===== src/inc/bie_pkg.sv =====
// Purpose: Shared constants and types for the branch and interrupt-enable executor
// Assumes: 10-bit program counter, 8-bit data path
// Notes:   The opcode arrives as an enumerated code qualified by a valid bit
`default_nettype none
package bie_pkg;
	localparam int          PC_W          = 10;
	localparam int          ADR_W         = 9;
	localparam int          DATA_W        = 8;
	localparam logic [9:0]  PC_RESET      = 10'h000;
	localparam logic        INT_EN_RESET  = 1'b0;
	localparam int          PCH_BIT_IMM   = 1;
	localparam int          BRANCH_CYCLES = 2;
	localparam int          SINGLE_CYCLES = 1;

	typedef enum logic [2:0] {
		BIE_OP_NONE,
		BIE_OP_INT_OFF,
		BIE_OP_INT_ON,
		BIE_OP_BR_IMM,
		BIE_OP_BR_ACCUM
	} bie_op_t;

	// Instruction presented by the fetch stage
	typedef struct packed {
		logic       valid;
		bie_op_t    op;
		logic [8:0] adr;
	} bie_instr_t;

	// Core register values used to form branch targets
	typedef struct packed {
		logic [7:0] accumulator;
		logic [7:0] pc_high_buffer;
		logic [7:0] table_high_pointer;
	} bie_regs_t;
endpackage : bie_pkg
`default_nettype wire


===== src/hdl/bie_exec.sv =====
// Purpose: Executes interrupt enable/disable and the two unconditional branches
// Assumes: Fetch stage holds one prefetched word and obeys flush_fetch
// Notes:   Branches stall the pipeline one cycle while the new address is fetched
//
// Operation
// - disable instruction clears global interrupt enable
// - enable instruction sets global interrupt enable
// - immediate branch: adr to PC[8:0], bit1 to PC[9]
// - immediate branch unconditional, no flags, two cycles
// - accumulator branch: pointer bits 1:0 to PC[9:8]
// - accumulator branch: accumulator to PC[7:0], two cycles
`timescale 1ns/1ps
`default_nettype none
module bie_exec
	import bie_pkg::*;
(
	input  wire logic              clock,             // Core clock, 25 MHz
	input  wire logic              reset,             // Asynchronous reset, active high
	input  wire bie_instr_t        instr,             // Decoded instruction from fetch
	input  wire bie_regs_t         regs,              // Core register values
	output logic                   global_int_enable, // Global interrupt enable flag
	output logic [PC_W-1:0]        pc,                // Program counter
	output logic                   pc_load,           // Pulse: pc was loaded by a branch
	output logic                   flush_fetch,       // Pulse: discard the prefetched word
	output logic                   busy,              // High during a branch second cycle
	output logic                   flags_write        // Status flag write strobe, never set
);
	logic            int_en_q, int_en_d;
	logic            flags_q, flags_d;
	logic [PC_W-1:0] pc_q,    pc_d;
	logic            load_q,  load_d;
	logic            flush_q, flush_d;
	logic            busy_q,  busy_d;
	logic            take;

	assign take = instr.valid && !busy_q;

	always_comb begin
		int_en_d = int_en_q;
		flags_d = 1'b0;
		pc_d    = pc_q;
		load_d  = 1'b0;
		flush_d = 1'b0;
		busy_d  = 1'b0;
		if (take) begin
			unique case (instr.op)
				BIE_OP_INT_OFF: int_en_d = 1'b0;
				BIE_OP_INT_ON: int_en_d = 1'b1;
				BIE_OP_BR_IMM: begin
					pc_d = {regs.pc_high_buffer[PCH_BIT_IMM], instr.adr};
					load_d  = 1'b1;
					busy_d  = 1'b1;
					flush_d = 1'b1;
				end
				BIE_OP_BR_ACCUM: begin
					pc_d    = {regs.table_high_pointer[1:0], regs.accumulator};
					load_d  = 1'b1;
					busy_d  = 1'b1;
					flush_d = 1'b1;
				end
				BIE_OP_NONE: begin
				end
				default: begin
				end
			endcase
		end
	end

	always_ff @(posedge clock or posedge reset) begin
		if (reset) begin
			int_en_q <= INT_EN_RESET;
			flags_q <= 1'b0;
			pc_q    <= PC_RESET;
			load_q  <= 1'b0;
			flush_q <= 1'b0;
			busy_q  <= 1'b0;
		end else begin
			int_en_q <= int_en_d;
			flags_q <= flags_d;
			pc_q    <= pc_d;
			load_q  <= load_d;
			flush_q <= flush_d;
			busy_q  <= busy_d;
		end
	end

	assign global_int_enable = int_en_q;
	assign pc                = pc_q;
	assign pc_load           = load_q;
	assign flush_fetch       = flush_q;
	assign busy              = busy_q;
	// Status flags are untouched by all four instructions
	assign flags_write       = flags_q;

	property p_int_off;
		@(posedge clock) disable iff (reset)
		(take && instr.op == BIE_OP_INT_OFF) |=> !global_int_enable;
	endproperty
	a_int_off: assert property (p_int_off) else $error("disable did not clear enable");

	property p_int_on;
		@(posedge clock) disable iff (reset)
		(take && instr.op == BIE_OP_INT_ON) |=> global_int_enable;
	endproperty
	a_int_on: assert property (p_int_on) else $error("enable did not set enable");

	property p_br_imm;
		@(posedge clock) disable iff (reset)
		(take && instr.op == BIE_OP_BR_IMM) |=>
			pc == {$past(regs.pc_high_buffer[1]), $past(instr.adr)};
	endproperty
	a_br_imm: assert property (p_br_imm) else $error("immediate target wrong");

	property p_imm_low;
		@(posedge clock) disable iff (reset)
		(take && instr.op == BIE_OP_BR_IMM) |=>
			pc[ADR_W-1:0] == $past(instr.adr);
	endproperty
	a_imm_low: assert property (p_imm_low) else $error("immediate low bits wrong");

	property p_imm_high;
		@(posedge clock) disable iff (reset)
		(take && instr.op == BIE_OP_BR_IMM) |=>
			pc[PC_W-1] == $past(regs.pc_high_buffer[PCH_BIT_IMM]);
	endproperty
	a_imm_high: assert property (p_imm_high) else $error("immediate top bit wrong");

	property p_br_two;
		@(posedge clock) disable iff (reset)
		(take && (instr.op == BIE_OP_BR_IMM || instr.op == BIE_OP_BR_ACCUM))
			|=> busy ##1 !busy;
	endproperty
	a_br_two: assert property (p_br_two) else $error("branch not two cycles");

	property p_load_pulse;
		@(posedge clock) disable iff (reset)
		pc_load |=> !pc_load;
	endproperty
	a_load_pulse: assert property (p_load_pulse) else $error("load longer than a cycle");

	property p_br_accum;
		@(posedge clock) disable iff (reset)
		(take && instr.op == BIE_OP_BR_ACCUM) |=>
			pc == {$past(regs.table_high_pointer[1:0]), $past(regs.accumulator)};
	endproperty
	a_br_accum: assert property (p_br_accum) else $error("accumulator target wrong");

	property p_accum_high;
		@(posedge clock) disable iff (reset)
		(take && instr.op == BIE_OP_BR_ACCUM) |=>
			pc[PC_W-1:DATA_W] == $past(regs.table_high_pointer[1:0]);
	endproperty
	a_accum_high: assert property (p_accum_high) else $error("pointer bits wrong");

	property p_accum_low;
		@(posedge clock) disable iff (reset)
		(take && instr.op == BIE_OP_BR_ACCUM) |=>
			pc[DATA_W-1:0] == $past(regs.accumulator);
	endproperty
	a_accum_low: assert property (p_accum_low) else $error("accumulator byte wrong");

	property p_flags;
		@(posedge clock) disable iff (reset)
		!flags_write;
	endproperty
	a_flags: assert property (p_flags) else $error("status flags written");

	property p_flush;
		@(posedge clock) disable iff (reset)
		pc_load |-> flush_fetch && busy;
	endproperty
	a_flush: assert property (p_flush) else $error("branch without flush");

	property p_flush_branch;
		@(posedge clock) disable iff (reset)
		flush_fetch |-> pc_load;
	endproperty
	a_flush_branch: assert property (p_flush_branch) else $error("flush without branch");

	property p_int_single;
		@(posedge clock) disable iff (reset)
		(take && (instr.op == BIE_OP_INT_OFF || instr.op == BIE_OP_INT_ON))
			|=> !busy && !pc_load;
	endproperty
	a_int_single: assert property (p_int_single) else $error("enable change stalled");

	property p_int_en_hold;
		@(posedge clock) disable iff (reset)
		!(take && (instr.op == BIE_OP_INT_OFF || instr.op == BIE_OP_INT_ON))
			|=> $stable(global_int_enable);
	endproperty
	a_int_en_hold: assert property (p_int_en_hold) else $error("enable changed unasked");

	property p_busy_ignore;
		@(posedge clock) disable iff (reset)
		busy |=> !pc_load && $stable(global_int_enable);
	endproperty
	a_busy_ignore: assert property (p_busy_ignore) else $error("instruction taken while busy");

	property p_pc_hold;
		@(posedge clock) disable iff (reset)
		!pc_load |-> $stable(pc);
	endproperty
	a_pc_hold: assert property (p_pc_hold) else $error("pc changed without load");
endmodule : bie_exec
`default_nettype wire


===== config.mk =====
export PLATFORM = sky130hd
export DESIGN_NAME = bie_exec
export DESIGN_NICKNAME = d
export VERILOG_FILES = /design/src/inc/bie_pkg.sv /design/src/hdl/bie_exec.sv
export SDC_FILE = /design/constraint.sdc
export NUM_CORES = 1
export LEC_CHECK = 0
export ABC_AREA = 1
export BUFFER_PORTS_ARGS = -buffer_cell sky130_fd_sc_hd__buf_2
export CAP_MARGIN = 20
export CORE_MARGIN = 5
export CORE_UTILIZATION = 41
export DETAILED_ROUTE_END_ITERATION = 10
export GPL_TIMING_DRIVEN = 1
export PLACE_DENSITY_LB_ADDON = 0.08
export SETUP_SLACK_MARGIN = 0.15
export SLEW_MARGIN = 20
export SYNTH_ARGS = -nofsm -noshare
export SYNTH_HDL_FRONTEND = slang
export SYNTH_SLANG_ARGS = --single-unit

===== constraint.sdc =====
create_clock -name clock -period 1.9 [get_ports clock]
set_clock_uncertainty 0.2 [all_clocks]
set_input_delay 0.285 -clock clock [delete_from_list [all_inputs] [get_ports clock]]
set_output_delay 0.285 -clock clock [all_outputs]
set_load 0.01 [all_outputs]

==> results of run 1 <==
-- registers in the layout (all words and copies together) (netlist names) --
name,cells
global_int_enable,1
pc,10
busy,1
-- final timing paths --
kind	slack (ns)	end	depth (start not counted)	from
min in group asynchronous	0.37	pc[7]	3	reset
worst min-delay path	0.1	pc[0]	5	instr[0]
worst max register to register	0.44	pc[4]	5	busy
max in group asynchronous	0.81	pc[8]	3	reset
worst max-delay path	0.44	pc[4]	5	busy
worst min register to register	0.28	pc[5]	2	pc[5]
-- synthesized netlist by cell type --
library cell,instances
nand2_1,55
nand3_1,13
dfrtp_1,12
buf_4,4
inv_1,3
nor2_1,2
nor2_2,2
buf_2,1
buf_6,1
conb_1,1
inv_2,1
nand2_2,1
nand3_2,1
o21ai_0,1
o21ai_1,1
-- stage by stage --
step / hold WS, ns / util (%) / setup WS (ns) / cell area (sq um) / power (uW)
final: 0.0980 / 57.9 / 0.443 / 892 / 665
after CTS: 0.0914 / 57.9 / 0.428 / 892 / 677
after global placement: 0.114 / 55.8 / 0.465 / 860 / 510
after global routing: 0.115 / 57.9 / 0.229 / 892 / 719
after detailed placement: 0.130 / 55.8 / 0.434 / 860 / 517
after floorplan: -0.0503 / - / 0.626 / 683 / 431
-- where the power goes --
part	internal, uW	switching (uW)	total [uW]
Clock	73.2	82.0	155
Combinational	81.1	108	189
Sequential	298	23.0	321
Total	452	213	665
-- final cells by class --
type | instances | share of cell area (%)
clock buffers | 3 | 2.52
well taps | 16 | 2.24
flip-flops and latches | 12 | 33.7
repair buffers | 41 | 23.8
inverters | 4 | 1.68
multi-input cells | 77 | 36.0
-- layer usage --
metal	global-route usage, %	up-vias
met1	17.2	302
met2	24.6	24
met3	3.20	2
li1	-	380
met5	0	-
met4	7.23	0
-- kinds of logic after synthesis --
logic type             Yosys count  synth area share [%]
DFF                             12                  44.0
other                            1                 0.549
buffers and inverters           10                  8.97
AOI/OAI and AO/OA                2                  1.46
and+or+nand+nor                 74                  45.1
-- worst max-delay path, delay by kind of cell (launching register included) --
| kind | cells | cell delay, ns |
|---|---|---|
| simple gates | 5 | 0.79 |
| flops | 1 | 0.41 |
==> impl_metrics.ini, run 1 <==
[worst_setup_path]
cp_common_cell = nand2_1
critPathMaxFanout = 11
crit_type = reg2reg
worstPathRequired_ns = 1.91
cp-end-kind = register
start_kind = register
slowest_stage = dfrtp_1
slowest_delay_ns = 0.41
cp.arrival_ns = 1.47
cp_cell_sequence = nor2_2 -> nand3_1 -> nand2_1 -> nand2_1 -> nand2_1

[route]
wl_met2_um = 853
wl_met3_um = 154
drtIter0Drc = 14
vias_per_cell = 4.63
route.layer.met1.wl_um = 726
ant_nets = 0
drc = 0
dr.pass1.iters = 4
routedWlPerCell_um = 11.4
routed_wl_um = 1750
top_layer = met4
vias = 708

[floorplan]
ios = 54
row_count = 14
core_sq_um = 1540
die_h_um = 50.8
die_area_sq_um = 2580
start_util_pct = 44.3
die_w_um = 50.8

[cts]
cts_sinks = 12
htreeDepth = 1
cts_tree = built
clockBufferDepth = 2
post_cts_buffers = 0
post_cts_resized = 0
worstSkewPairLatency_ns = 0.26
cts.clk_slew.worst_paths_ns = 0.07
hold_buffers = 1
clock_tree.root_cell = clkbuf_4
numCtsBuffers = 3

[finish]
syn2layout_area_growth_pct = 30.6
final_nets = 178
fin_cells = 153
final_layout_size_suffix_gt1_share_pct = 35.0
antennaDiodeCount = 0
seqCellArea_sq_um = 300
multiInputGateArea_sq_um = 322
n_fill_cell = 162
final_common_cell = nand2_1
final_cell_mix = 55 x nand2_1, 39 x buf_2, 13 x nand3_1

[hold_path]
hold_class = in2reg

[power]
vdd_ir_drop_max_mv = 0.380
leakage_uw = 0.000573
power_density_nw_per_um2 = 746

[synth]
synth_top_area_share_pct = 44.0
synth_area_leader_cell = dfrtp_1
syn-cell-area_sq_um = 683
synth_area_leaders = dfrtp_1 44%, nand2_1 30%, nand3_1 9.5%
ys_ff_latch = 12
netlist_instances = 99
syn_avg_cell_area_sq_um = 6.90
synth.distinct_cells = 15
yosys_warnings = 0
ys_seq_area_share_pct = 44.0
synth_fp_nets = 138

[timing]
final_max_slew_viol_count = 0
hold_viol = 0
fin_crit_ns = 1.46
finalSetupViolCount = 0
finalCritPeriodShare_pct = 76.7
clock.fmax_mhz = 686
setup_tns_ns = 0
rsz0062_at_grt = false

[grt]
grt_pass1_wl_um = 2880
antenna_found_initial = 0
grt_use_total_pct = 14.5
grt_pass1_vias = 680
grt_max_degree = 15
gr-total-overflow = 0

[placement]
place_congestion = 0.700
port_buffers = 39
dpl.cell_count = 149

[job]
drv_cap = 0

[status]
outcome = complete, no violations
Power figures use the tool's default switching activity.
==> run 2, diff against run 1 <==
--- a/config.mk
+++ b/config.mk
@@ -9,7 +9,7 @@
 export BUFFER_PORTS_ARGS = -buffer_cell sky130_fd_sc_hd__buf_2
 export CAP_MARGIN = 20
 export CORE_MARGIN = 5
-export CORE_UTILIZATION = 41
+export CORE_UTILIZATION = 38
 export DETAILED_ROUTE_END_ITERATION = 10
 export GPL_TIMING_DRIVEN = 1
 export PLACE_DENSITY_LB_ADDON = 0.08
==> constraint.sdc (replaced) <==
create_clock -name clock -period 1.44 [get_ports clock]
set_clock_uncertainty 0.2 [all_clocks]
set_input_delay 0.216 -clock clock [delete_from_list [all_inputs] [get_ports clock]]
set_output_delay 0.216 -clock clock [all_outputs]
set_load 0.01 [all_outputs]
==> run 2 against run 1 <==
Cell area is 10% higher. Utilization shrank 1.1 points. Global-route usage down 1.1 points. Sequential power increased by 31%. Non-clock buffer count increased by 4. First-iteration DRC count is 29% lower. Die area increased by 6.3%. Via count increased by 3.8%. Flip-flop and latch count is the same. Register-to-register slack worse by 0.30 ns. Maximum frequency up 13%.
==> impl_metrics.ini, run 2 (synthesis results as in run 1) <==
[floorplan]
die_w_um = 52.4
ios = 54
die_area_sq_um = 2750
die_h_um = 52.4
core_sq_um = 1730
row_count = 15
start_util_pct = 39.6

[job]
drv_cap = 0

[finish]
largest_reg_flops = 10
final_layout_size_suffix_gt1_share_pct = 43.3
final_common_cell = nand2_1
antennaDiodeCount = 0
final_cell_mix = 48 x nand2_1, 39 x buf_2, 12 x dfrtp_1
syn2layout_area_growth_pct = 43.6
final_nets = 182

[placement]
port_buffers = 39
place_congestion = 0.768
hpwl_um = 1350

[worst_setup_path]
cp-end-kind = register
crit_type = reg2reg
cp.arrival_ns = 1.30
worstPathRequired_ns = 1.45
slowest_delay_ns = 0.42
r2r_slack_ns = 0.15
cp_common_cell = nand2_2
slowest_stage = dfrtp_1
critPathMaxFanout = 5
cp_cell_sequence = nor2_4 -> nand3_2 -> nand2_2 -> buf_6 -> nand2_2 -> nand2_2
timing.rr.end = pc[9]
start_kind = register
reg2reg_depth = 6
cp-startpoint = busy
rr_startpoint = busy

[route]
vias = 735
ant_nets = 0
routedWlPerCell_um = 10.8
drc = 0
drtIter0Drc = 10
dr.pass1.iters = 6
vias_per_cell = 4.43
routed_wl_um = 1790

[status]
outcome = complete, no violations

[timing]
finalSetupViolCount = 0
rsz0062_at_grt = true
finalCritPeriodShare_pct = 89.9
hold_viol = 0
fin_crit_ns = 1.29
clock.fmax_mhz = 772
final_max_slew_viol_count = 0
setup_tns_ns = 0

[power]
p_clk_share_pct = 22.5
combPwrFrac_pct = 30.6
p_sw_uw = 289
sw_frac_of_total_pct = 32.1
internal-power_uw = 611
fin_total_pwr_uw = 899
leakage_uw = 0.000600
vdd_ir_drop_max_mv = 0.381
sequentialPowerShare_pct = 46.9
power_density_nw_per_um2 = 917

[hold_path]
hold_path_startpoint = instr[6]
whs_path_depth = 5
whs_endpoint = pc[6]
hold_class = in2reg

[cts]
clockBufferDepth = 2
htreeDepth = 1
cts_tree = built
cts_sinks = 12
numCtsBuffers = 3
clock_tree.root_cell = clkbuf_4
worstSkewPairLatency_ns = 0.26
cts.clk_slew.worst_paths_ns = 0.07

[grt]
grt_pass1_vias = 687
antenna_found_initial = 0
grt_pass1_wl_um = 2750
grt_use_total_pct = 13.4
grt_max_degree = 13
gr-total-overflow = 0
[run 2: cell count changes in the layout (fill, tap and decap cells not counted), moves of 2 or more]
cell     delta
nand3_1     -2
nand2_2     +7
nand2_1     -7
buf_4       +2
buf_6       +2
[run 2: how the worst max path moves through the flow]
stage / to / slack [ns]
detailed placement: pc[0] / 0.05
floorplan: pc[1] / 0.17
global route: pc[4] / 0.05
finish: pc[9] / 0.15
CTS: pc[4] / 0.15
global placement: pc[3] / 0.06
[run 2: layout make-up]
cell class                      instances  area [sq um]
Fill cell                             186           746
Multi-Input combinational cell         77           362
Tap cell                               25          31.3
Clock buffer                            3          22.5
Timing Repair Buffer                   45           250
Inverter                                4          15.0
Sequential cell                        12           300
[run 2: metrics by stage]
stage	setup WS (ns)	utilization, %	hold slack, ns	cell area (sq um)	cells
final	0.145	56.8	0.0346	981	166
after global routing	0.0549	56.8	0.0384	981	166
after CTS	0.148	55.9	0.0323	966	166
after detailed placement	0.0478	51.7	0.0605	893	161
after global placement	0.0634	51.7	0.0536	893	161
after floorplan	0.166	-	-0.119	683	99
[run 2: power by group through the flow]
stage | sequential [uW] | combinational [uW] | clock (uW)
5_1_grt | 427 | 308 | 225
4_1_cts | 422 | 274 | 209
3_3_place_gp | 427 | 254 | 0
6_report | 422 | 275 | 202
2_1_floorplan | 458 | 111 | 0
3_5_place_dp | 428 | 259 | 0
[run 2: layer usage]
metal	GRT usage (%)	wire length, um	share of wire, %
met5	0	0	0
met1	16.4	791	44
met2	23.3	847	47
met3	1.99	132	7.4
met4	5.11	17	0.95
[run 2: what timing repair did]
action                                  in CTS  in global routing
gates cloned                                 0                  0
hold endpoints to repair                    12                  0
hold buffers                                 1                  0
endpoints found under the setup margin      10                 14
buffers inserted                             1                  0
gates resized for setup                      7                  7
pin swaps                                    2                  0
[run 2: worst max-delay path: cells and delay by family, from the launching register on]
family                 cells  cell delay, ns
AND/OR/NAND/NOR            5            0.49
flip-flops                 1            0.42
buffers and inverters      1            0.13
